--- config.mk ---
export PLATFORM = sky130hd
export DESIGN_NAME = acfs_top
export DESIGN_NICKNAME = d
export VERILOG_FILES = /design/src/inc/acfs_pkg.sv /design/src/design/acfs_top.sv
export SDC_FILE = /design/constraint.sdc
export NUM_CORES = 1
export LEC_CHECK = 0
export BUFFER_PORTS_ARGS = -buffer_cell sky130_fd_sc_hd__buf_2
export CORE_AREA = 3 3 150 152
export DETAILED_ROUTE_END_ITERATION = 10
export DIE_AREA = 0 0 153 155
export GPL_ROUTABILITY_DRIVEN = 1
export GPL_TIMING_DRIVEN = 0
export PLACE_DENSITY = 0.91
export SYNTH_ARGS = -nofsm -noshare
export SYNTH_HDL_FRONTEND = slang
export SYNTH_SLANG_ARGS = --single-unit
--- constraint.sdc ---
create_clock -name pclk -period 3.7 [get_ports pclk]
set_input_delay 0.74 -clock pclk [delete_from_list [all_inputs] [get_ports pclk]]
set_output_delay 0.74 -clock pclk [all_outputs]
set_load 0.02 [all_outputs]
--- src/inc/acfs_pkg.sv ---
// constants, field layouts and carrier types for the actuator feedback and status block
// Functional notes
// - report position as 14 bits, 0.1 mm per bit, 0 to 1000.0 mm.
// - report motor current as 9 bits, 0.1 A per bit, up to 51.1 A.
// - report applied duty cycle as 5 bits, 5 percent per step.
// - supply fault code: 00 in range, 01 low, 10 high, 11 unused.
// - supply fault lets running motion finish but refuses new moves.
// - thermal fault code: 00 in range, 01 low, 10 high, 11 unused.
// - thermal fault lets running motion finish but refuses new moves.
// - moving indicator is high exactly while the actuator is in motion.
// - overload set when current exceeds limit continuously for 50 ms.
// - after overload, permit must go low before any new motion starts.
// - back-driven indicator set on uncommanded tube displacement.
// - out-of-range command field sets bad-parameter and inhibits all motion.
// - saturation set while within 10 percent of max speed or current.
// - internal fatal fault sets service-needed and prohibits all motion.
// - the 26 reserved report bits are sent as zero.
// - node identifier is 19 plus the 3-bit address select value.
// - bus at 500 kbit/s, standard 11-bit frames only, extended ignored.
// - control traffic is acted on only in the operational state.
// - id 0 frame, byte 0x01, node byte 0 or own id selects operational.
// - sleep after 120 s of bus silence, wake when activity returns.
// - feedback frame is sent every 100 ms.
// - fields packed LSB first at their fixed byte.bit positions.
// - permit bit low allows no motion but other fields still accepted.
package acfs_pkg;

  // apb register offsets
  localparam logic [7:0] ACFS_CTRL_OFS   = 8'h00;
  localparam logic [7:0] ACFS_MOVE_OFS   = 8'h04;
  localparam logic [7:0] ACFS_STAT_OFS   = 8'h08;
  localparam logic [7:0] ACFS_REP_LO_OFS = 8'h0c;
  localparam logic [7:0] ACFS_REP_HI_OFS = 8'h10;

  // command field limits and fault codes
  localparam logic [13:0] ACFS_POS_MAX  = 14'h2710;  // 1000.0 mm
  localparam logic [8:0]  ACFS_CUR_MIN  = 9'h00a;    // 1.0 a
  localparam logic [4:0]  ACFS_SPD_MIN  = 5'h04;     // 20 percent
  localparam logic [4:0]  ACFS_SPD_MAX  = 5'h14;     // 100 percent
  localparam logic [4:0]  ACFS_SAT_DUTY = 5'h12;     // 90 percent
  localparam logic [1:0]  ACFS_ENV_OK   = 2'h0;
  localparam logic [1:0]  ACFS_ENV_LOW  = 2'h1;
  localparam logic [1:0]  ACFS_ENV_HIGH = 2'h2;

  // network management
  localparam logic [7:0]  ACFS_NODE_BASE  = 8'h13;
  localparam logic [10:0] ACFS_NMT_ID     = 11'h000;
  localparam logic [7:0]  ACFS_NMT_START  = 8'h01;
  localparam logic [7:0]  ACFS_NMT_STOP   = 8'h02;
  localparam logic [7:0]  ACFS_NMT_PREOP  = 8'h80;
  localparam logic [7:0]  ACFS_NMT_RST_N  = 8'h81;
  localparam logic [7:0]  ACFS_NMT_RST_C  = 8'h82;
  localparam logic [7:0]  ACFS_NMT_ALL    = 8'h00;
  localparam logic [3:0]  ACFS_NMT_DLC    = 4'h2;
  localparam int          ACFS_BIT_RATE_K = 500;

  // timing
  localparam int ACFS_CLK_KHZ   = 125000;
  localparam int ACFS_TICK_MS   = 1;
  localparam int ACFS_TICK_CYC  = ACFS_CLK_KHZ * ACFS_TICK_MS;
  localparam int ACFS_PERIOD_MS = 100;
  localparam int ACFS_SLEEP_S   = 120;
  localparam int ACFS_SLEEP_MS  = ACFS_SLEEP_S * 1000;
  localparam int ACFS_OVL_MS    = 50;
  localparam int ACFS_OVL_CYC   = ACFS_OVL_MS * ACFS_CLK_KHZ;
  localparam int ACFS_TICK_W    = 17;
  localparam int ACFS_MS_W      = 17;
  localparam int ACFS_PER_W     = 7;
  localparam int ACFS_OVL_W     = 23;

  // reset values
  localparam logic [7:0]  ACFS_CTRL_RST = 8'h00;
  localparam logic [31:0] ACFS_ZERO32   = 32'h0000_0000;

  typedef enum logic [2:0] {
    ACFS_PREOP = 3'b001,
    ACFS_OPER  = 3'b010,
    ACFS_STOPD = 3'b100
  } acfs_nmt_e;

  // feedback frame, bit 0 of byte 1 is bit 0 of the struct
  typedef struct packed {
    logic [25:0] rsvd;
    logic        fatal;
    logic        sat;
    logic        param;
    logic        backdrive;
    logic        ovl;
    logic        moving;
    logic [1:0]  temp;
    logic [1:0]  volt;
    logic [4:0]  duty;
    logic [8:0]  cur;
    logic [13:0] pos;
  } acfs_report_s;

  // control word as software writes it
  typedef struct packed {
    logic        permit;
    logic [4:0]  spd;
    logic [8:0]  cur_lim;
    logic [13:0] pos;
  } acfs_ctrl_s;

  typedef struct packed {
    logic        valid;
    logic        ide;
    logic [10:0] id;
    logic [3:0]  dlc;
    logic [15:0] data;
  } acfs_rx_s;

  typedef struct packed {
    logic [13:0] pos;
    logic [8:0]  cur;
    logic [4:0]  duty;
    logic [1:0]  volt;
    logic [1:0]  temp;
    logic        done;
    logic        fatal;
  } acfs_sense_s;

endpackage

--- src/design/acfs_top.sv ---
// actuator feedback framer, motion gating, node id, nmt and sleep with apb registers
`timescale 1ns/1ps
module acfs_top
  import acfs_pkg::*;
#(
  parameter int          TICK_CYC = ACFS_TICK_CYC,
  parameter int          OVL_CYC  = ACFS_OVL_CYC,
  parameter int          SLEEP_MS = ACFS_SLEEP_MS,
  parameter logic [13:0] BD_TOL   = 14'h0002,
  parameter logic [8:0]  MAX_CUR  = 9'h0fa
) (
  input  wire logic         pclk,
  input  wire logic         presetn,
  input  wire logic         psel,
  input  wire logic         penable,
  input  wire logic         pwrite,
  input  wire logic [7:0]   paddr,
  input  wire logic [31:0]  pwdata,
  output logic [31:0]       prdata,
  output logic              pready,
  output logic              pslverr,
  input  wire acfs_rx_s     rx_frame,
  input  wire logic         can_rx_pin,
  input  wire logic [2:0]   addr_sel_pin,
  input  wire acfs_sense_s  sense,
  input  wire logic         tx_ready,
  output logic              tx_valid,
  output acfs_report_s      tx_report,
  output logic              motor_run,
  output logic [7:0]        node_id,
  output logic              sleep_mode
);

  typedef struct packed {
    logic [2:0]             as1;
    logic [2:0]             as2;
    logic [2:0]             as3;
    logic [7:0]             node_id;
    logic                   bs1;
    logic                   bs2;
    logic                   bs3;
    logic                   bq;
    acfs_nmt_e              nmt;
    logic                   sleep;
    logic [ACFS_MS_W-1:0]   idle_ms;
    logic [ACFS_TICK_W-1:0] tick_cnt;
    logic [ACFS_PER_W-1:0]  per_ms;
    acfs_ctrl_s             ctrl;
    logic                   moving;
    logic [ACFS_OVL_W-1:0]  ovl_cnt;
    logic                   ovl_flag;
    logic                   ovl_lock;
    logic [13:0]            bd_pos;
    logic                   bd_flag;
    logic                   param_flag;
    logic                   fatal_flag;
    acfs_report_s           report;
    logic                   tx_valid;
    logic                   pready;
    logic                   pslverr;
    logic [31:0]            prdata;
  } acfs_state_s;

  acfs_state_s st_r;
  acfs_state_s st_nxt;

  // command field range check
  function automatic logic acfs_bad_cmd(input acfs_ctrl_s c);
    acfs_bad_cmd = (c.pos > ACFS_POS_MAX) || (c.cur_lim < ACFS_CUR_MIN) ||
                   (c.spd < ACFS_SPD_MIN) || (c.spd > ACFS_SPD_MAX);
  endfunction

  // within a tenth of full duty or full current
  function automatic logic acfs_sat(input logic [4:0] d, input logic [8:0] c);
    logic [12:0] lhs;
    logic [12:0] rhs;
    lhs = {4'h0, c} * 13'h00a;
    rhs = {4'h0, MAX_CUR} * 13'h009;
    acfs_sat = (d >= ACFS_SAT_DUTY) || (lhs >= rhs);
  endfunction

  logic apb_wr;
  logic apb_setup;
  logic tick;
  logic send;
  logic activity;
  logic oper;
  logic start_ok;
  logic over_lim;
  logic ovl_trip;
  logic [13:0] bd_diff;
  acfs_ctrl_s  wr_ctrl;

  always_comb begin
    apb_setup = psel && !penable && !st_r.pready;
    apb_wr    = psel && penable && st_r.pready && pwrite;
    wr_ctrl   = acfs_ctrl_s'(pwdata[28:0]);
    oper      = (st_r.nmt == ACFS_OPER);
    tick      = (st_r.tick_cnt == ACFS_TICK_W'(TICK_CYC - 1));
    send      = tick && (st_r.per_ms == ACFS_PER_W'(ACFS_PERIOD_MS - 1));
    activity  = rx_frame.valid || ((st_r.bs2 == st_r.bs3) && (st_r.bs3 != st_r.bq));
    over_lim  = st_r.moving && (sense.cur > st_r.ctrl.cur_lim);
    ovl_trip  = over_lim && (st_r.ovl_cnt == ACFS_OVL_W'(OVL_CYC - 1));
    bd_diff   = (sense.pos > st_r.bd_pos) ? (sense.pos - st_r.bd_pos)
                                          : (st_r.bd_pos - sense.pos);
    start_ok  = oper && st_r.ctrl.permit && !st_r.ovl_lock && !st_r.param_flag &&
                !st_r.fatal_flag && !st_r.sleep && !st_r.moving &&
                (sense.volt == ACFS_ENV_OK) && (sense.temp == ACFS_ENV_OK);
  end

  // next state of the whole block
  always_comb begin
    st_nxt = st_r;
    // address select pins, three stage sampling
    st_nxt.as1 = addr_sel_pin;
    st_nxt.as2 = st_r.as1;
    st_nxt.as3 = st_r.as2;
    if (st_r.as2 == st_r.as3) begin
      st_nxt.node_id = ACFS_NODE_BASE + {5'h00, st_r.as3};
    end
    // bus pin activity sampling
    st_nxt.bs1 = can_rx_pin;
    st_nxt.bs2 = st_r.bs1;
    st_nxt.bs3 = st_r.bs2;
    if (st_r.bs2 == st_r.bs3) begin
      st_nxt.bq = st_r.bs3;
    end

    // millisecond tick and report period
    st_nxt.tick_cnt = tick ? '0 : st_r.tick_cnt + 1'b1;
    if (tick) begin
      st_nxt.per_ms = send ? '0 : st_r.per_ms + 1'b1;
    end

    if (activity) begin
      st_nxt.idle_ms = '0;
      st_nxt.sleep   = 1'b0;
    end else if (tick && !st_r.sleep) begin
      if (st_r.idle_ms == ACFS_MS_W'(SLEEP_MS - 1)) begin
        st_nxt.sleep = 1'b1;
      end else begin
        st_nxt.idle_ms = st_r.idle_ms + 1'b1;
      end
    end

    if (rx_frame.valid && !rx_frame.ide && (rx_frame.id == ACFS_NMT_ID) &&
        (rx_frame.dlc >= ACFS_NMT_DLC) &&
        ((rx_frame.data[15:8] == ACFS_NMT_ALL) || (rx_frame.data[15:8] == st_r.node_id))) begin
      unique case (rx_frame.data[7:0])
        ACFS_NMT_START: st_nxt.nmt = ACFS_OPER;
        ACFS_NMT_STOP:  st_nxt.nmt = ACFS_STOPD;
        ACFS_NMT_PREOP, ACFS_NMT_RST_N, ACFS_NMT_RST_C: st_nxt.nmt = ACFS_PREOP;
        default: st_nxt.nmt = st_r.nmt;
      endcase
    end

    if (apb_wr && oper && (paddr == ACFS_CTRL_OFS)) begin
      // fields taken even with permit low
      st_nxt.ctrl = wr_ctrl;
      st_nxt.param_flag = acfs_bad_cmd(wr_ctrl);
    end

    // lock released once permit seen low
    if (!st_r.ctrl.permit) begin
      st_nxt.ovl_lock = 1'b0;
    end

    st_nxt.ovl_cnt = over_lim ? st_r.ovl_cnt + 1'b1 : '0;

    // motion start and stop
    if (st_r.moving) begin
      // running motion not cut by supply fault
      // running motion not cut by thermal fault
      if (sense.done || ovl_trip || !st_r.ctrl.permit || st_r.param_flag ||
          st_r.fatal_flag || !oper) begin
        st_nxt.moving = 1'b0;
        st_nxt.ovl_cnt = '0;
      end
      st_nxt.bd_pos = sense.pos;
    end else if (apb_wr && (paddr == ACFS_MOVE_OFS) && pwdata[0] && start_ok) begin
      st_nxt.moving   = 1'b1;
      st_nxt.ovl_flag = 1'b0;
      // displacement seen in the start cycle still counts, set wins
      st_nxt.bd_flag  = (bd_diff > BD_TOL);
    end else if (bd_diff > BD_TOL) begin
      st_nxt.bd_flag = 1'b1;
      st_nxt.bd_pos  = sense.pos;
    end
    if (ovl_trip) begin
      st_nxt.ovl_flag = 1'b1;
      st_nxt.ovl_lock = 1'b1;
    end

    if (sense.fatal) begin
      st_nxt.fatal_flag = 1'b1;
    end

    // feedback frame handshake
    if (st_r.tx_valid && tx_ready) begin
      st_nxt.tx_valid = 1'b0;
    end
    if (send && !st_r.sleep) begin
      st_nxt.tx_valid = 1'b1;
      st_nxt.report.pos  = sense.pos;
      st_nxt.report.cur  = sense.cur;
      st_nxt.report.duty = sense.duty;
      st_nxt.report.volt = sense.volt;
      st_nxt.report.temp = sense.temp;
      st_nxt.report.moving    = st_r.moving;
      st_nxt.report.ovl       = st_r.ovl_flag;
      st_nxt.report.backdrive = st_r.bd_flag;
      st_nxt.report.param     = st_r.param_flag;
      st_nxt.report.sat       = st_r.moving && acfs_sat(sense.duty, sense.cur);
      st_nxt.report.fatal     = st_r.fatal_flag;
      st_nxt.report.rsvd      = '0;
    end

    // apb slave, ready in the first access cycle, no wait state
    st_nxt.pready  = apb_setup;
    st_nxt.pslverr = 1'b0;
    st_nxt.prdata  = ACFS_ZERO32;
    if (apb_setup) begin
      unique case (paddr)
        ACFS_CTRL_OFS:   st_nxt.prdata = {3'h0, st_r.ctrl};
        ACFS_MOVE_OFS:   st_nxt.prdata = {31'h0, st_r.moving};
        ACFS_STAT_OFS:   st_nxt.prdata = {12'h000, st_r.fatal_flag,
                           st_r.report.sat, st_r.param_flag, st_r.bd_flag,
                           st_r.ovl_flag, st_r.ovl_lock, st_r.moving, st_r.sleep,
                           1'b0, st_r.nmt, st_r.node_id};
        ACFS_REP_LO_OFS: st_nxt.prdata = st_r.report[31:0];
        ACFS_REP_HI_OFS: st_nxt.prdata = st_r.report[63:32];
        default:         st_nxt.pslverr = 1'b1;
      endcase
    end
  end

  // state register
  always_ff @(posedge pclk or negedge presetn) begin
    if (!presetn) begin
      st_r          <= '0;
      st_r.node_id  <= ACFS_NODE_BASE;
      st_r.nmt      <= ACFS_PREOP;
      st_r.ctrl     <= acfs_ctrl_s'({21'h0, ACFS_CTRL_RST});
      // pin samplers start recessive, so no false edge follows reset
      st_r.bs1      <= 1'b1;
      st_r.bs2      <= 1'b1;
      st_r.bs3      <= 1'b1;
      st_r.bq       <= 1'b1;
    end else begin
      st_r <= st_nxt;
    end
  end

  // outputs straight from the state register
  assign prdata     = st_r.prdata;
  assign pready     = st_r.pready;
  assign pslverr    = st_r.pslverr;
  assign tx_valid   = st_r.tx_valid;
  assign tx_report  = st_r.report;
  assign motor_run  = st_r.moving;
  assign node_id    = st_r.node_id;
  assign sleep_mode = st_r.sleep;
endmodule // acfs_top

; ---- Yosys cells after proc, flatten, opt, wreduce, memory -nomap -nowiden
; Cells that the tools add are included.
[word_totals]
ff_bits = 211
out_inout_bits = 109
[classes]
addsub = 7
multipliers = 1
order_cmp = 10
eq_ne = 22
muxes = 26
bitwise_logic = 1
n_reduce_logical = 71
[op_table]
columns = cell, count
row1 = 32-bit one-hot mux with 5 select lines, 1
row2 = 23-bit two-way mux, 2
row3 = 14-bit two-way mux, 3
row4 = 18-bit two-way mux, 2
row5 = 17-bit by 1-bit adder with 17-bit output (second input constant), 2
row6 = 17-bit equality test (second input constant), 2
row7 = 17-bit two-way mux, 2
row8 = 33-bit two-way mux, 1
row9 = 1-bit logical AND, 30
row10 = 14-bit subtractor, 2
row11 = 8-bit equality test (second input constant), 3
row12 = 24-bit two-way mux, 1
row13 = 23-bit by 1-bit adder with 23-bit output (second input constant), 1
row14 = 23-bit equality test (second input constant), 1
row15 = 8-bit by 4-bit equality test with 1-bit output (second input constant), 2
row16 = 8-bit zero test, 2
row17 = 15-bit two-way mux, 1
row18 = 14-bit greater-than comparator, 1
row19 = 14-bit greater-than comparator (second input constant), 1
row20 = 14-bit by 2-bit greater-than comparator with 1-bit output (second input constant), 1
row21 = 13-bit by 12-bit >= comparator with 1-bit output (second input constant), 1
row22 = 9-bit by 3-bit multiplier with 12-bit output (second input constant), 1
row23 = 2-bit AND reduction, 6
row24 = 2-bit nonzero test, 6
row25 = other kinds (32), 63

; ---- Logic depth before layout (Yosys ltp)
; Gate-level depths: netlist of the first run.
[depth]
depth_word = 13
mapped_depth = 15
ltp_nobuf = 13

; ---- Least setup slack after synthesis of the first run
; OpenSTA, ideal clock, no wires.
[synth_path]
kind = in2reg
from = input sense[20] (netlist name)
to = register st_r[115] (netlist name)
setup_ps = 125
arrival_time_ps = 3637
path_slack_ps = -62
cell_stages = 14
n_path_buf = 1
path_cell_list = inv_1 ha_1 inv_1 fa_1 a21oi_1 o211ai_1 xor2_1 or4_1 a2111o_1 o22ai_1 nand4b_1 o31a_1 buf_6 mux2_4
[synth_between]
elab_chain_cells = 5
[synth_rtl]
columns = item, line
row1 = start: declaration, acfs_top.sv:25  ; input wire acfs_sense_s sense,
row2 = 14-bit subtractor (tied with other cells), acfs_top.sv:105  ; : (st_r.bd_pos - sense.pos);
row3 = 14-bit two-way mux *, acfs_top.sv:104  ; bd_diff = (sense.pos > st_r.bd_pos) ? (sense.pos - st_r.bd_pos)
row4 = 14-bit by 2-bit greater-than comparator with 1-bit output *, acfs_top.sv:185  ; end else if (bd_diff > BD_TOL) begin
row5 = 2-bit nonzero test (no line) *, n/a
row6 = 2-bit AND reduction (no line) *, n/a
row7 = end signal: assignment, acfs_top.sv:250  ; st_r <= st_nxt;
row8 = end: declaration, acfs_top.sv:64  ; acfs_state_s st_r;
; Mark *: on every way between the ends. The rest lies on a longest branch, timed or not.
; A chain may end at the register's enable or synchronous reset.

; ---- Worst setup path after layout of the first run
[layout_path]
from = input sense[20] (netlist name)
to = register st_r[110] (netlist name)
; Same word-level chain as after synthesis.

==> impl_metrics.prom, run 1 <==
# TYPE chip_impl_metric gauge
chip_impl_info{name="status",value="finished clean"} 1
chip_impl_metric{name="drive_gt1_frac",unit=""} 0.278
chip_impl_metric{name="grt_antenna_before_repair",unit=""} 8
chip_impl_metric{name="maxSlewHeadroom",unit=""} 0.327
chip_impl_metric{name="detail_route.vias_per_cell",unit=""} 5.76
chip_impl_metric{name="detailed_route_wire_length_per_cell",unit="µm"} 18.1
chip_impl_metric{name="die_area",unit="µm²"} 23700
chip_impl_info{name="series_of_cell_instances_along_the_critical_path",value="buf_2 -> inv_1 -> ha_2 -> inv_2 -> fa_2 -> a21oi_2 -> o211ai_1 -> xor2_1 -> or4_1 -> a2111o_1 -> o22ai_2 -> nand4b_1 -> o31a_1 -> buf_6 -> buf_12 -> mux2i_1"} 1
chip_impl_metric{name="crit_path_max_fanout",unit=""} 10
chip_impl_metric{name="holdWs",unit="ps"} 221
chip_impl_metric{name="maxClockFrequency",unit="MHz"} 282
chip_impl_metric{name="die_height",unit="µm"} 155
chip_impl_metric{name="postRouteWirelength",unit="mm"} 31.2
chip_impl_metric{name="clock_power_share",unit=""} 0.431
chip_impl_metric{name="core-area",unit="µm²"} 21200
chip_impl_metric{name="post_synth_instance_area",unit="µm²"} 11900
chip_impl_info{name="worstHoldPathType",value="input pin to async pin"} 1
chip_impl_metric{name="clock-skew-final",unit="ps"} 21.2
chip_impl_metric{name="route.vias.total",unit=""} 9949
chip_impl_metric{name="synthDistinctLibCells",unit=""} 82
chip_impl_metric{name="grt_overflow",unit=""} 0
chip_impl_metric{name="hpwlAfterDp",unit="mm"} 23.4
chip_impl_info{name="timing.critical_path.slowest_stage_cell",value="or4_1"} 1
chip_impl_metric{name="clk_path_buf_depth",unit=""} 3
chip_impl_metric{name="start_util",unit=""} 0.563
chip_impl_metric{name="drt_pre_antenna_iters",unit=""} 6
chip_impl_metric{name="remaining_drc_errors",unit=""} 0
chip_impl_metric{name="timing_max_transition_violations_final",unit=""} 0
chip_impl_metric{name="h_tree_lvls",unit=""} 1
chip_impl_info{name="unrepaired_setup_endpoints_after_global_routing",value="no"} 1
chip_impl_metric{name="internal_power",unit="µW"} 3970
chip_impl_metric{name="synthToLayoutAreaGrowth",unit="%"} 18.8
chip_impl_info{name="final_common_cell",value="buf_2"} 1
chip_impl_metric{name="final_min_period_over_clock_period",unit=""} 0.958
chip_impl_metric{name="hold_violations",unit=""} 0
chip_impl_info{name="critPathLaunch",value="sense[20]"} 1
chip_impl_metric{name="clock_insertion_delay_at_the_later_pin_of_the_skew_report",unit="ps"} 510
chip_impl_metric{name="clkSinkCount",unit=""} 207
chip_impl_info{name="cp-end-kind",value="flop"} 1
chip_impl_info{name="worst_path_dominant_cell_family",value="compound AO/OA/AOI/OAI gates"} 1
chip_impl_metric{name="max_slew.worst_pin.slew",unit="ps"} 1000
chip_impl_metric{name="syn_avg_cell_area",unit="µm²"} 10.1
chip_impl_metric{name="finalWeightedCongestion",unit=""} 0.929
chip_impl_metric{name="synth-async-reset-ratio",unit=""} 1.00
chip_impl_info{name="clk_root_buffer_cell",value="clkbuf_16"} 1
chip_impl_metric{name="setup_viol_count_final",unit=""} 0
chip_impl_metric{name="gr-usage-all-layers",unit=""} 0.255
chip_impl_info{name="cp_startpoint_kind",value="input pin"} 1
chip_impl_metric{name="worstPathArrival",unit="ps"} 3960
chip_impl_metric{name="postRouteAntennaNets",unit=""} 0
chip_impl_metric{name="cts-buffers-inserted",unit=""} 23
chip_impl_info{name="most-common-layout-cells",value="buf_2 (201), dfrtp_1 (200), nor2_1 (108)"} 1
chip_impl_metric{name="num_rows",unit=""} 53
chip_impl_info{name="crit_type",value="input pin to flop"} 1
chip_impl_metric{name="num-nets-final",unit=""} 1606
chip_impl_metric{name="synth_enable_flop_cells",unit=""} 0
chip_impl_metric{name="power.share.switching",unit=""} 0.253
chip_impl_metric{name="drtIter0Drc",unit=""} 883
chip_impl_metric{name="vdd.ir_drop.worst",unit="mV"} 0.270
chip_impl_metric{name="timing.critical_path.buf_inv",unit=""} 5
chip_impl_info{name="dominantRegCellSynth",value="dfrtp_1"} 1
chip_impl_info{name="regToRegStartpoint",value="st_r[102]$_DFFE_PN0P_"} 1
chip_impl_metric{name="yosys_warnings",unit=""} 0
chip_impl_metric{name="combinationalPowerShare",unit=""} 0.130
chip_impl_metric{name="power.switching",unit="µW"} 1340
chip_impl_metric{name="maximum_number_of_pins_on_one_net_before_global_route_repair",unit=""} 116
chip_impl_metric{name="place.port_buffers",unit=""} 191
chip_impl_metric{name="worst_path_largest_cell_delay",unit="ps"} 520
chip_impl_metric{name="die_w",unit="µm"} 153
chip_impl_metric{name="worstPathRequired",unit="ps"} 4120
chip_impl_metric{name="min_period",unit="ps"} 3540
chip_impl_metric{name="max_cap_viol_count",unit=""} 0
chip_impl_metric{name="grt_pass1_wl",unit="mm"} 49.6
chip_impl_info{name="clock_tree_from_tritoncts",value="yes"} 1
chip_impl_metric{name="powerDensity",unit="nW/µm²"} 375
chip_impl_metric{name="power.leakage",unit="µW"} 0.00721
chip_impl_metric{name="yosysSeqAreaShare",unit=""} 0.435
chip_impl_metric{name="synthCells",unit=""} 1185
chip_impl_metric{name="clkTransAtPathRegs",unit="ps"} 60
chip_impl_metric{name="synth-seq-cells",unit=""} 207
chip_impl_metric{name="layoutNonFillerInstCount",unit=""} 1727
chip_impl_metric{name="share_seq_of_total_power",unit=""} 0.439
chip_impl_metric{name="num_io_pins",unit=""} 226
chip_impl_metric{name="dp_cells",unit=""} 1680
chip_impl_metric{name="grt_pass1_vias",unit=""} 9888
==> sequential cells by signal, summed over array words and instances (netlist names) <==
| name | flops |
|---|---|
| pready | 1 |
| tx_valid | 1 |
| tx_report | 38 |
| prdata | 32 |
| pslverr | 1 |
| node_id | 4 |
| st_r | 120 |
| sleep_mode | 1 |
| motor_run | 1 |
| st_nxt | 8 |
==> power by group through the flow <==
stage	clock network (µW)	registers, µW	logic (µW)
6_report	2290	2330	692
5_1_grt	2400	2330	761
4_1_cts	2320	2330	679
3_5_place_dp	0	2370	675
3_3_place_gp	0	2370	649
2_1_floorplan	0	2360	432
==> layer usage <==
layer / wire length, µm / share of wire / GRT usage
met1: 12100 / 0.39 / 0.310
met5: 34 / 0.0011 / 0
met4: 1440 / 0.046 / 0.106
met2: 15200 / 0.49 / 0.439
met3: 2470 / 0.079 / 0.0576
==> worst register-to-register path: cells and delay by family (launching register included) <==
family,cells,cell delay (ps)
flops,1,350
xor+xnor,1,170
simple gates,2,680
mux,1,170
buf+inv,3,350
compound gates,5,1070
fa+ha+maj,2,580
==> cells in the mapped netlist, drive strengths merged (4+ instances only) <==
library cell	count	area share
o21a	17	0.011
o21ai	44	0.018
a22oi	25	0.016
or3	5	0.0026
a211oi	5	0.0036
mux2	69	0.065
nor2	109	0.035
and3	21	0.011
o21bai	4	0.0025
inv	67	0.021
a31oi	5	0.0039
a21oi	33	0.014
and2	8	0.0042
mux2i	20	0.017
xor2	37	0.027
nand3	35	0.015
dfrtp	200	0.42
a21o	6	0.0038
nand2b	7	0.0037
ha	55	0.058
o31ai	4	0.0025
or2	4	0.0021
a222oi	6	0.0050
dfstp	7	0.015
xnor2	37	0.027
clkbuf	24	0.0076
a211o	4	0.0029
o211ai	7	0.0044
nor4	9	0.0060
nor3	30	0.013
buf	123	0.076
nand4	23	0.012
o22ai	6	0.0031
or4	4	0.0025
nand2	59	0.019
nor2b	10	0.0052
==> timing repair <==
action	in CTS	in global routing
hold buffers	0	0
endpoints found under the hold margin	0	0
endpoints found under the setup margin	0	14
buffers inserted	0	1
gates resized for setup	0	1
==> cells by family (layout without fill, tap and decap cells) <==
logic type	count (synthesis)	in the layout	synth area share
muxes	89	89	0.0823
buffers and inverters	214	448	0.105
other	2	35	0.000630
and+or+nand+nor	348	348	0.148
xor gates and xnor gates	74	74	0.0544
AOI/OAI and AO/OA	192	192	0.111
adders and majority gates	59	59	0.0636
DFF	207	207	0.435
==> final timing paths <==
kind	endpoint	slack (ps)	cells after the start
max in group asynchronous	tx_report[20]$_DFFE_PN0P_	2470	2
min in group pclk	st_nxt[218]$_DFF_PN1_	340	1
worst max-delay path	st_r[110]$_DFFE_PN0P_	160	16
worst min register to register	st_nxt[228]$_DFF_PN0_	350	0
worst max register to register	st_r[110]$_DFFE_PN0P_	250	14
worst min-delay path	st_nxt[232]$_DFF_PN0_	220	1
==> stage by stage <==
step | setup TNS [ps] | util | area (µm²) | total power, µW | setup slack, ps
2_1_floorplan | 0 | - | 12000 | 2800 | 18.8
3_3_place_gp | -290430 | 0.630 | 13300 | 3020 | -1430
3_5_place_dp | -6690 | 0.632 | 13400 | 3050 | -513
4_1_cts | 0 | 0.668 | 14100 | 5330 | 3.40
5_1_grt | 0 | 0.669 | 14200 | 5500 | 4.15
6_report | 0 | 0.669 | 14200 | 5310 | 156
==> cell type report <==
class	count	area (µm²)
fillers	1566	7000
multi-input cells	792	5600
flip-flops and latches	207	5190
repair buffers	193	1000
plain buffers	147	998
clock buffers	34	667
well taps	275	344
inverters	67	251
clock inverters	7	91.3
diodes	5	12.5
(Power assumes the default switching activity.)
==> run 2, diff against run 1 <==
--- a/config.mk
+++ b/config.mk
@@ -6,12 +6,12 @@
 export NUM_CORES = 1
 export LEC_CHECK = 0
 export BUFFER_PORTS_ARGS = -buffer_cell sky130_fd_sc_hd__buf_2
-export CORE_AREA = 3 3 150 152
+export CORE_AREA = 3 3 152 154
 export DETAILED_ROUTE_END_ITERATION = 10
-export DIE_AREA = 0 0 153 155
+export DIE_AREA = 0 0 155 157
 export GPL_ROUTABILITY_DRIVEN = 1
 export GPL_TIMING_DRIVEN = 0
-export PLACE_DENSITY = 0.91
+export PLACE_DENSITY = 0.89
 export SYNTH_ARGS = -nofsm -noshare
 export SYNTH_HDL_FRONTEND = slang
 export SYNTH_SLANG_ARGS = --single-unit
==> constraint.sdc (replaced) <==
create_clock -name pclk -period 3.5 [get_ports pclk]
set_input_delay 0.7 -clock pclk [delete_from_list [all_inputs] [get_ports pclk]]
set_output_delay 0.7 -clock pclk [all_outputs]
set_load 0.02 [all_outputs]
==> run 2 against run 1 <==
Effect of this change: count of clock-buffer cells in the layout down 7; global-route usage down 0.48 points; sequential share of layout area down 0.11 points; sequential power up 6%; critical path type unchanged; hold slack worse by 28 ps; core utilization down 1.9 points; flip-flop and latch count unchanged; critical endpoint is now st_r[115]$_DFFE_PN0P_; via count down 2.0%; highest routed layer unchanged; setup slack worse by 38 ps; clock power up 10%; clock skew up 9.8 ps.
==> impl_metrics.prom, run 2 (synthesized netlist as in run 1, its figures left out) <==
# TYPE chip_impl_metric gauge
chip_impl_info{name="status",value="finished clean"} 1
chip_impl_metric{name="clock_insertion_delay_at_the_later_pin_of_the_skew_report",unit="ps"} 510
chip_impl_metric{name="crit_path_max_fanout",unit=""} 5
chip_impl_metric{name="clk_path_buf_depth",unit=""} 3
chip_impl_info{name="worstHoldPathType",value="input pin to async pin"} 1
chip_impl_metric{name="postRouteWirelength",unit="mm"} 31.3
chip_impl_metric{name="grt_pass1_wl",unit="mm"} 49.4
chip_impl_metric{name="min_period",unit="ps"} 3380
chip_impl_metric{name="grt_util_met2",unit=""} 0.413
chip_impl_metric{name="clock-skew-final",unit="ps"} 31.0
chip_impl_metric{name="hpwlAfterDp",unit="mm"} 23.1
chip_impl_info{name="unrepaired_setup_endpoints_after_global_routing",value="no"} 1
chip_impl_metric{name="core-area",unit="µm²"} 21800
chip_impl_metric{name="remaining_drc_errors",unit=""} 0
chip_impl_metric{name="detailed_route_wire_length_per_cell",unit="µm"} 18.1
chip_impl_metric{name="power.leakage",unit="µW"} 0.00724
chip_impl_metric{name="layoutNonFillerInstCount",unit=""} 1730
chip_impl_metric{name="clkTransAtPathRegs",unit="ps"} 60
chip_impl_metric{name="drt_pre_antenna_iters",unit=""} 7
chip_impl_metric{name="detailedPlace.worstSlack",unit="ps"} -531
chip_impl_metric{name="cts-buffers-inserted",unit=""} 23
chip_impl_metric{name="num_io_pins",unit=""} 226
chip_impl_metric{name="maximum_number_of_pins_on_one_net_before_global_route_repair",unit=""} 125
chip_impl_metric{name="hold_violations",unit=""} 0
chip_impl_metric{name="drtIter0Drc",unit=""} 811
chip_impl_metric{name="max_reg_flops",unit=""} 120
chip_impl_metric{name="max_slew.worst_pin.slew",unit="ps"} 977
chip_impl_metric{name="postLayoutCellArea",unit="µm²"} 14200
chip_impl_metric{name="clock_power_share",unit=""} 0.443
chip_impl_metric{name="holdBufCountCts",unit=""} 0
chip_impl_metric{name="num_rows",unit=""} 54
chip_impl_metric{name="die_area",unit="µm²"} 24300
chip_impl_metric{name="num-nets-final",unit=""} 1607
chip_impl_metric{name="placement.cell_area",unit="µm²"} 13400
chip_impl_metric{name="final_min_period_over_clock_period",unit=""} 0.966
chip_impl_info{name="clk_root_buffer_cell",value="clkbuf_16"} 1
chip_impl_metric{name="maxSlewHeadroom",unit=""} 0.343
chip_impl_info{name="final_common_cell",value="buf_2"} 1
chip_impl_metric{name="die_w",unit="µm"} 155
chip_impl_metric{name="die_height",unit="µm"} 157
chip_impl_metric{name="start_util",unit=""} 0.546
chip_impl_metric{name="finalPower",unit="µW"} 5720
chip_impl_metric{name="worstRegToRegCells",unit=""} 13
chip_impl_metric{name="postRouteAntennaNets",unit=""} 0
chip_impl_info{name="largest-register",value="st_r"} 1
chip_impl_metric{name="finalWeightedCongestion",unit=""} 0.915
chip_impl_metric{name="drive_gt1_frac",unit=""} 0.283
chip_impl_metric{name="clkSinkCount",unit=""} 207
chip_impl_metric{name="h_tree_lvls",unit=""} 1
chip_impl_metric{name="share_seq_of_total_power",unit=""} 0.430
chip_impl_metric{name="power.share.switching",unit=""} 0.253
chip_impl_info{name="cp-end-kind",value="flop"} 1
chip_impl_metric{name="dp_cells",unit=""} 1685
chip_impl_metric{name="worstPathArrival",unit="ps"} 3780
chip_impl_metric{name="grt_pass1_vias",unit=""} 9529
chip_impl_metric{name="worstPathRequired",unit="ps"} 3900
chip_impl_metric{name="grt_use_met3",unit=""} 0.0418
chip_impl_metric{name="place.port_buffers",unit=""} 191
chip_impl_metric{name="grt_antenna_before_repair",unit=""} 3
chip_impl_metric{name="maxClockFrequency",unit="MHz"} 296
chip_impl_metric{name="detail_route.vias_per_cell",unit=""} 5.64
chip_impl_metric{name="setup_tns",unit="ps"} 0
chip_impl_info{name="cp_startpoint_kind",value="input pin"} 1
chip_impl_metric{name="internal_power",unit="µW"} 4280
chip_impl_metric{name="vdd.ir_drop.worst",unit="mV"} 0.314
chip_impl_info{name="clock_tree_from_tritoncts",value="yes"} 1
chip_impl_info{name="gr-max-usage-layer",value="met2"} 1
chip_impl_metric{name="powerDensity",unit="nW/µm²"} 403
chip_impl_metric{name="setup_viol_count_final",unit=""} 0
chip_impl_metric{name="grt_util_met1",unit=""} 0.335
chip_impl_metric{name="postLayoutSetupSlackWorst",unit="ps"} 119
chip_impl_info{name="most-common-layout-cells",value="buf_2 (201), dfrtp_1 (200), nor2_1 (108), buf_4 (108), inv_1 (65)"} 1
chip_impl_metric{name="combinationalPowerShare",unit=""} 0.127
chip_impl_metric{name="timing_max_transition_violations_final",unit=""} 0
chip_impl_metric{name="max_cap_viol_count",unit=""} 0
chip_impl_metric{name="grt_overflow",unit=""} 0
chip_impl_metric{name="synthToLayoutAreaGrowth",unit="%"} 19.1
chip_impl_metric{name="power.switching",unit="µW"} 1450
chip_impl_metric{name="route.vias.total",unit=""} 9749
chip_impl_info{name="crit_type",value="input pin to flop"} 1
chip_impl_metric{name="gr-usage-all-layers",unit=""} 0.250
[run 2: cell count changes in the layout (fill, tap and decap cells not counted)]
| cell | change |
|---|---|
| inv_2 | +1 |
| clkinv_2 | +4 |
| bufinv_16 | +2 |
| clkinv_4 | -1 |
| clkbuf_8 | -3 |
| clkbuf_1 | -6 |
| inv_1 | -1 |
| clkbuf_2 | +1 |
| buf_4 | +2 |
| inv_6 | +2 |
| diode_2 | -3 |
[run 2: worst max-delay path, cell delays in order]
cell and delay [ps]:
buf_2 120, inv_2 60, ha_2 180, inv_2 60, fa_2 380, a21oi_2 160
o211ai_1 160, xor2_1 200, or4_1 430, a2111o_1 320, o22ai_2 140, nand4b_1 150
o31a_1 280, buf_6 150, mux2_4 290
[run 2: path summary, 6_finish.rpt]
kind,from,end,slack [ps]
setup / recovery,sense[20],st_r[115]$_DFFE_PN0P_,120
hold / removal,presetn,st_nxt[232]$_DFF_PN0_,190
setup reg to reg,st_r[102]$_DFFE_PN0P_,st_r[115]$_DFFE_PN0P_,130
hold reg to reg,st_nxt[231]$_DFF_PN0_,st_nxt[228]$_DFF_PN0_,350
max in group asynchronous,presetn,st_r[169]$_DFFE_PN0P_,2290
min in group pclk,can_rx_pin,st_nxt[218]$_DFF_PN1_,310
[run 2: stage by stage]
| step | utilization | hold slack (ps) |
|---|---|---|
| 6_report | 0.651 | 192 |
| 2_1_floorplan | - | 331 |
| 3_3_place_gp | 0.611 | 335 |
| 4_1_cts | 0.650 | 212 |
| 5_1_grt | 0.651 | 236 |
| 3_5_place_dp | 0.613 | 337 |
[run 2: metal layers]
metal / share of wire / up-vias
li1: - / 4510
met1: 0.41 / 4698
met2: 0.48 / 455
met3: 0.078 / 84
met4: 0.037 / 2
met5: 0.00041 / -
[run 2: final cells by class]
cell class	count	area [µm²]
clock inverters	14	180
clock buffers	27	611
flip-flops and latches	207	5190
fillers	1617	7620
plain buffers	146	996
diodes	2	5.00
repair buffers	195	1020
multi-input cells	792	5600
well taps	280	350
inverters	67	251
[run 2: power by group through the flow]
stage / sequential [µW] / clock (µW) / combinational [µW]
6_report: 2460 / 2530 / 730
5_1_grt: 2470 / 2670 / 807
4_1_cts: 2460 / 2570 / 723
3_5_place_dp: 2500 / 0 / 716
3_3_place_gp: 2500 / 0 / 696
2_1_floorplan: 2500 / 0 / 457
[run 2: what timing repair did]
item / in CTS / in global routing
pin swaps: 0 / 4
setup endpoints to repair: 1 / 41
gates resized for setup: 1 / 2
buffers inserted: 0 / 3
==> run 3, diff against run 2 <==
--- a/config.mk
+++ b/config.mk
@@ -11,7 +11,7 @@
 export DIE_AREA = 0 0 155 157
 export GPL_ROUTABILITY_DRIVEN = 1
 export GPL_TIMING_DRIVEN = 0
-export PLACE_DENSITY = 0.89
+export PLACE_DENSITY_LB_ADDON = 0.2
 export SYNTH_ARGS = -nofsm -noshare
 export SYNTH_HDL_FRONTEND = slang
 export SYNTH_SLANG_ARGS = --single-unit
==> run 3 against run 2 <==
Effect of this change: count of clock-buffer cells in the layout increased by 1; die area unchanged; cell count increased by 0.17%; via count decreased by 2.6%.
==> impl_metrics.prom, run 3 (synthesized netlist as in run 1, its figures left out) <==
# TYPE chip_impl_metric gauge
chip_impl_info{name="status",value="finished clean"} 1
chip_impl_metric{name="setup_viol_count_final",unit=""} 0
chip_impl_metric{name="synthToLayoutAreaGrowth",unit="%"} 20.2
chip_impl_metric{name="grt_pass1_vias",unit=""} 8971
chip_impl_metric{name="die_height",unit="µm"} 157
chip_impl_metric{name="crit_path_max_fanout",unit=""} 10
chip_impl_metric{name="powerDensity",unit="nW/µm²"} 414
chip_impl_metric{name="drive_gt1_frac",unit=""} 0.288
chip_impl_metric{name="setup_tns",unit="ps"} 0
chip_impl_metric{name="antenna_cells_inserted",unit=""} 0
chip_impl_metric{name="grt_pass1_wl",unit="mm"} 47.5
chip_impl_info{name="crit_type",value="flop to flop"} 1
chip_impl_metric{name="finalPower",unit="µW"} 5930
chip_impl_metric{name="holdWs",unit="ps"} 118
chip_impl_metric{name="maxSlewHeadroom",unit=""} 0.296
chip_impl_metric{name="gr-usage-all-layers",unit=""} 0.243
chip_impl_metric{name="finalWeightedCongestion",unit=""} 0.891
chip_impl_metric{name="postRouteAntennaNets",unit=""} 0
chip_impl_metric{name="worstPathRequired",unit="ps"} 3910
chip_impl_metric{name="num_io_pins",unit=""} 226
chip_impl_metric{name="worstPathArrival",unit="ps"} 3820
chip_impl_metric{name="grt_overflow",unit=""} 0
chip_impl_info{name="most-common-layout-cells",value="dfrtp_1 (200), buf_2 (198), buf_4 (111)"} 1
chip_impl_info{name="clock_tree_from_tritoncts",value="yes"} 1
chip_impl_info{name="worstHoldPathType",value="input pin to async pin"} 1
chip_impl_metric{name="drtIter0Drc",unit=""} 598
chip_impl_metric{name="grt_antenna_before_repair",unit=""} 0
chip_impl_metric{name="postRouteWirelength",unit="mm"} 30.3
chip_impl_info{name="final_common_cell",value="dfrtp_1"} 1
chip_impl_metric{name="final_min_period_over_clock_period",unit=""} 0.975
chip_impl_info{name="clk_root_buffer_cell",value="clkbuf_16"} 1
chip_impl_info{name="unrepaired_setup_endpoints_after_global_routing",value="yes"} 1
chip_impl_metric{name="route.vias.total",unit=""} 9494
chip_impl_metric{name="detailed_route_wire_length_per_cell",unit="µm"} 17.5
chip_impl_metric{name="remaining_drc_errors",unit=""} 0
chip_impl_metric{name="place.port_buffers",unit=""} 191
chip_impl_metric{name="postLayoutSetupSlackWorst",unit="ps"} 86.5
chip_impl_info{name="largest-register",value="st_r"} 1
chip_impl_metric{name="maxClockFrequency",unit="MHz"} 293
chip_impl_metric{name="clock_insertion_delay_at_the_later_pin_of_the_skew_report",unit="ps"} 540
chip_impl_metric{name="vdd.ir_drop.worst",unit="mV"} 0.357
chip_impl_metric{name="num_rows",unit=""} 54
chip_impl_metric{name="max_cap_viol_count",unit=""} 0
chip_impl_metric{name="maximum_number_of_pins_on_one_net_before_global_route_repair",unit=""} 124
chip_impl_metric{name="min_period",unit="ps"} 3410
chip_impl_metric{name="detail_route.vias_per_cell",unit=""} 5.48
chip_impl_metric{name="core-area",unit="µm²"} 21800
chip_impl_metric{name="max_slew.worst_pin.slew",unit="ps"} 1050
chip_impl_metric{name="timing_max_transition_violations_final",unit=""} 0
chip_impl_metric{name="clkTransAtPathRegs",unit="ps"} 60
chip_impl_metric{name="clock-skew-final",unit="ps"} 25.5
chip_impl_metric{name="start_util",unit=""} 0.546
chip_impl_metric{name="clkSinkCount",unit=""} 207
chip_impl_metric{name="hold_violations",unit=""} 0
chip_impl_metric{name="die_w",unit="µm"} 155
chip_impl_metric{name="cts-buffers-inserted",unit=""} 24
chip_impl_metric{name="num-nets-final",unit=""} 1610
chip_impl_metric{name="power.leakage",unit="µW"} 0.00728
chip_impl_metric{name="clk_path_buf_depth",unit=""} 3
chip_impl_info{name="cp-end-kind",value="flop"} 1
chip_impl_metric{name="h_tree_lvls",unit=""} 1
chip_impl_metric{name="die_area",unit="µm²"} 24300
chip_impl_info{name="cp_startpoint_kind",value="flop"} 1
chip_impl_metric{name="detailedPlace.worstSlack",unit="ps"} -582
chip_impl_metric{name="drt_pre_antenna_iters",unit=""} 5
chip_impl_metric{name="max_reg_flops",unit=""} 120
chip_impl_metric{name="hpwlAfterDp",unit="mm"} 22.6
-- run 3: cell count changes in the layout (fill, tap and decap cells not counted), moves of 2 or more --
cell,previous run,this run
inv_6,2,0
buf_4,108,111
a21oi_1,32,30
a21oi_2,1,3
nor4_2,0,2
diode_2,2,0
nor4_1,8,6
buf_2,201,198
-- run 3: critical path, cell delays in order, from the launching register on --
cell and delay, ps:
dfrtp_1 360, ha_2 200, inv_2 60, fa_2 380, a21oi_2 150, o211ai_1 140
xor2_1 180, or4_1 430, a2111o_1 330, o22ai_2 120, nand4b_1 190, o31a_1 290
buf_6 140, buf_12 150, mux2i_2 150
-- run 3: area by class of cell --
class	count	area, µm²
clock buffer	28	636
clock inverter	16	250
inverter	67	251
fill	1768	7490
buffer	147	1010
multi-input combinational	792	5630
sequential	207	5190
tap	280	350
timing repair buffer	196	1020
-- run 3: final timing paths --
| kind | start | end | slack, ps | cells past startpoint |
|---|---|---|---|---|
| worst max register to register | st_r[102]$_DFFE_PN0P_ | st_r[108]$_DFFE_PN0P_ | 90 | 14 |
| worst max-delay path | st_r[102]$_DFFE_PN0P_ | st_r[108]$_DFFE_PN0P_ | 90 | 14 |
| worst min-delay path | presetn | tx_report[30]$_DFFE_PN0P_ | 120 | 1 |
| worst min register to register | st_nxt[232]$_DFF_PN0_ | st_nxt[229]$_DFF_PN0_ | 350 | 0 |
| min in group pclk | can_rx_pin | st_nxt[218]$_DFF_PN1_ | 260 | 1 |
| max in group asynchronous | presetn | st_r[107]$_DFFE_PN0P_ | 2330 | 2 |
-- run 3: where the power goes --
part | total, µW | internal [µW] | switching (µW)
clock | 2730 | 1690 | 1040
sequential | 2470 | 2430 | 33.6
combinational | 732 | 299 | 432
total | 5930 | 4420 | 1510
-- run 3: repair_timing --
action                                  in CTS  in global routing
resized for setup                            1                 12
pin swaps                                    2                  5
setup buffers                                0                  4
hold buffers                                 0                  0
endpoints found under the setup margin      11                 43
cloned                                       0                  0
-- run 3: through the flow --
| step | std cells | instance area [µm²] | util |
|---|---|---|---|
| 6_report | 1733 | 14300 | 0.657 |
| 4_1_cts | 1729 | 14300 | 0.654 |
| 2_1_floorplan | 1213 | 12000 | - |
| 3_3_place_gp | 1684 | 13300 | 0.611 |
| 5_1_grt | 1733 | 14300 | 0.657 |
| 3_5_place_dp | 1685 | 13400 | 0.613 |
-- run 3: metal layers --
layer  GRT usage  routed length (µm)
met5           0                   0
met1       0.345               13500
met3      0.0374                1990
met4      0.0698                 769
met2       0.391               14100
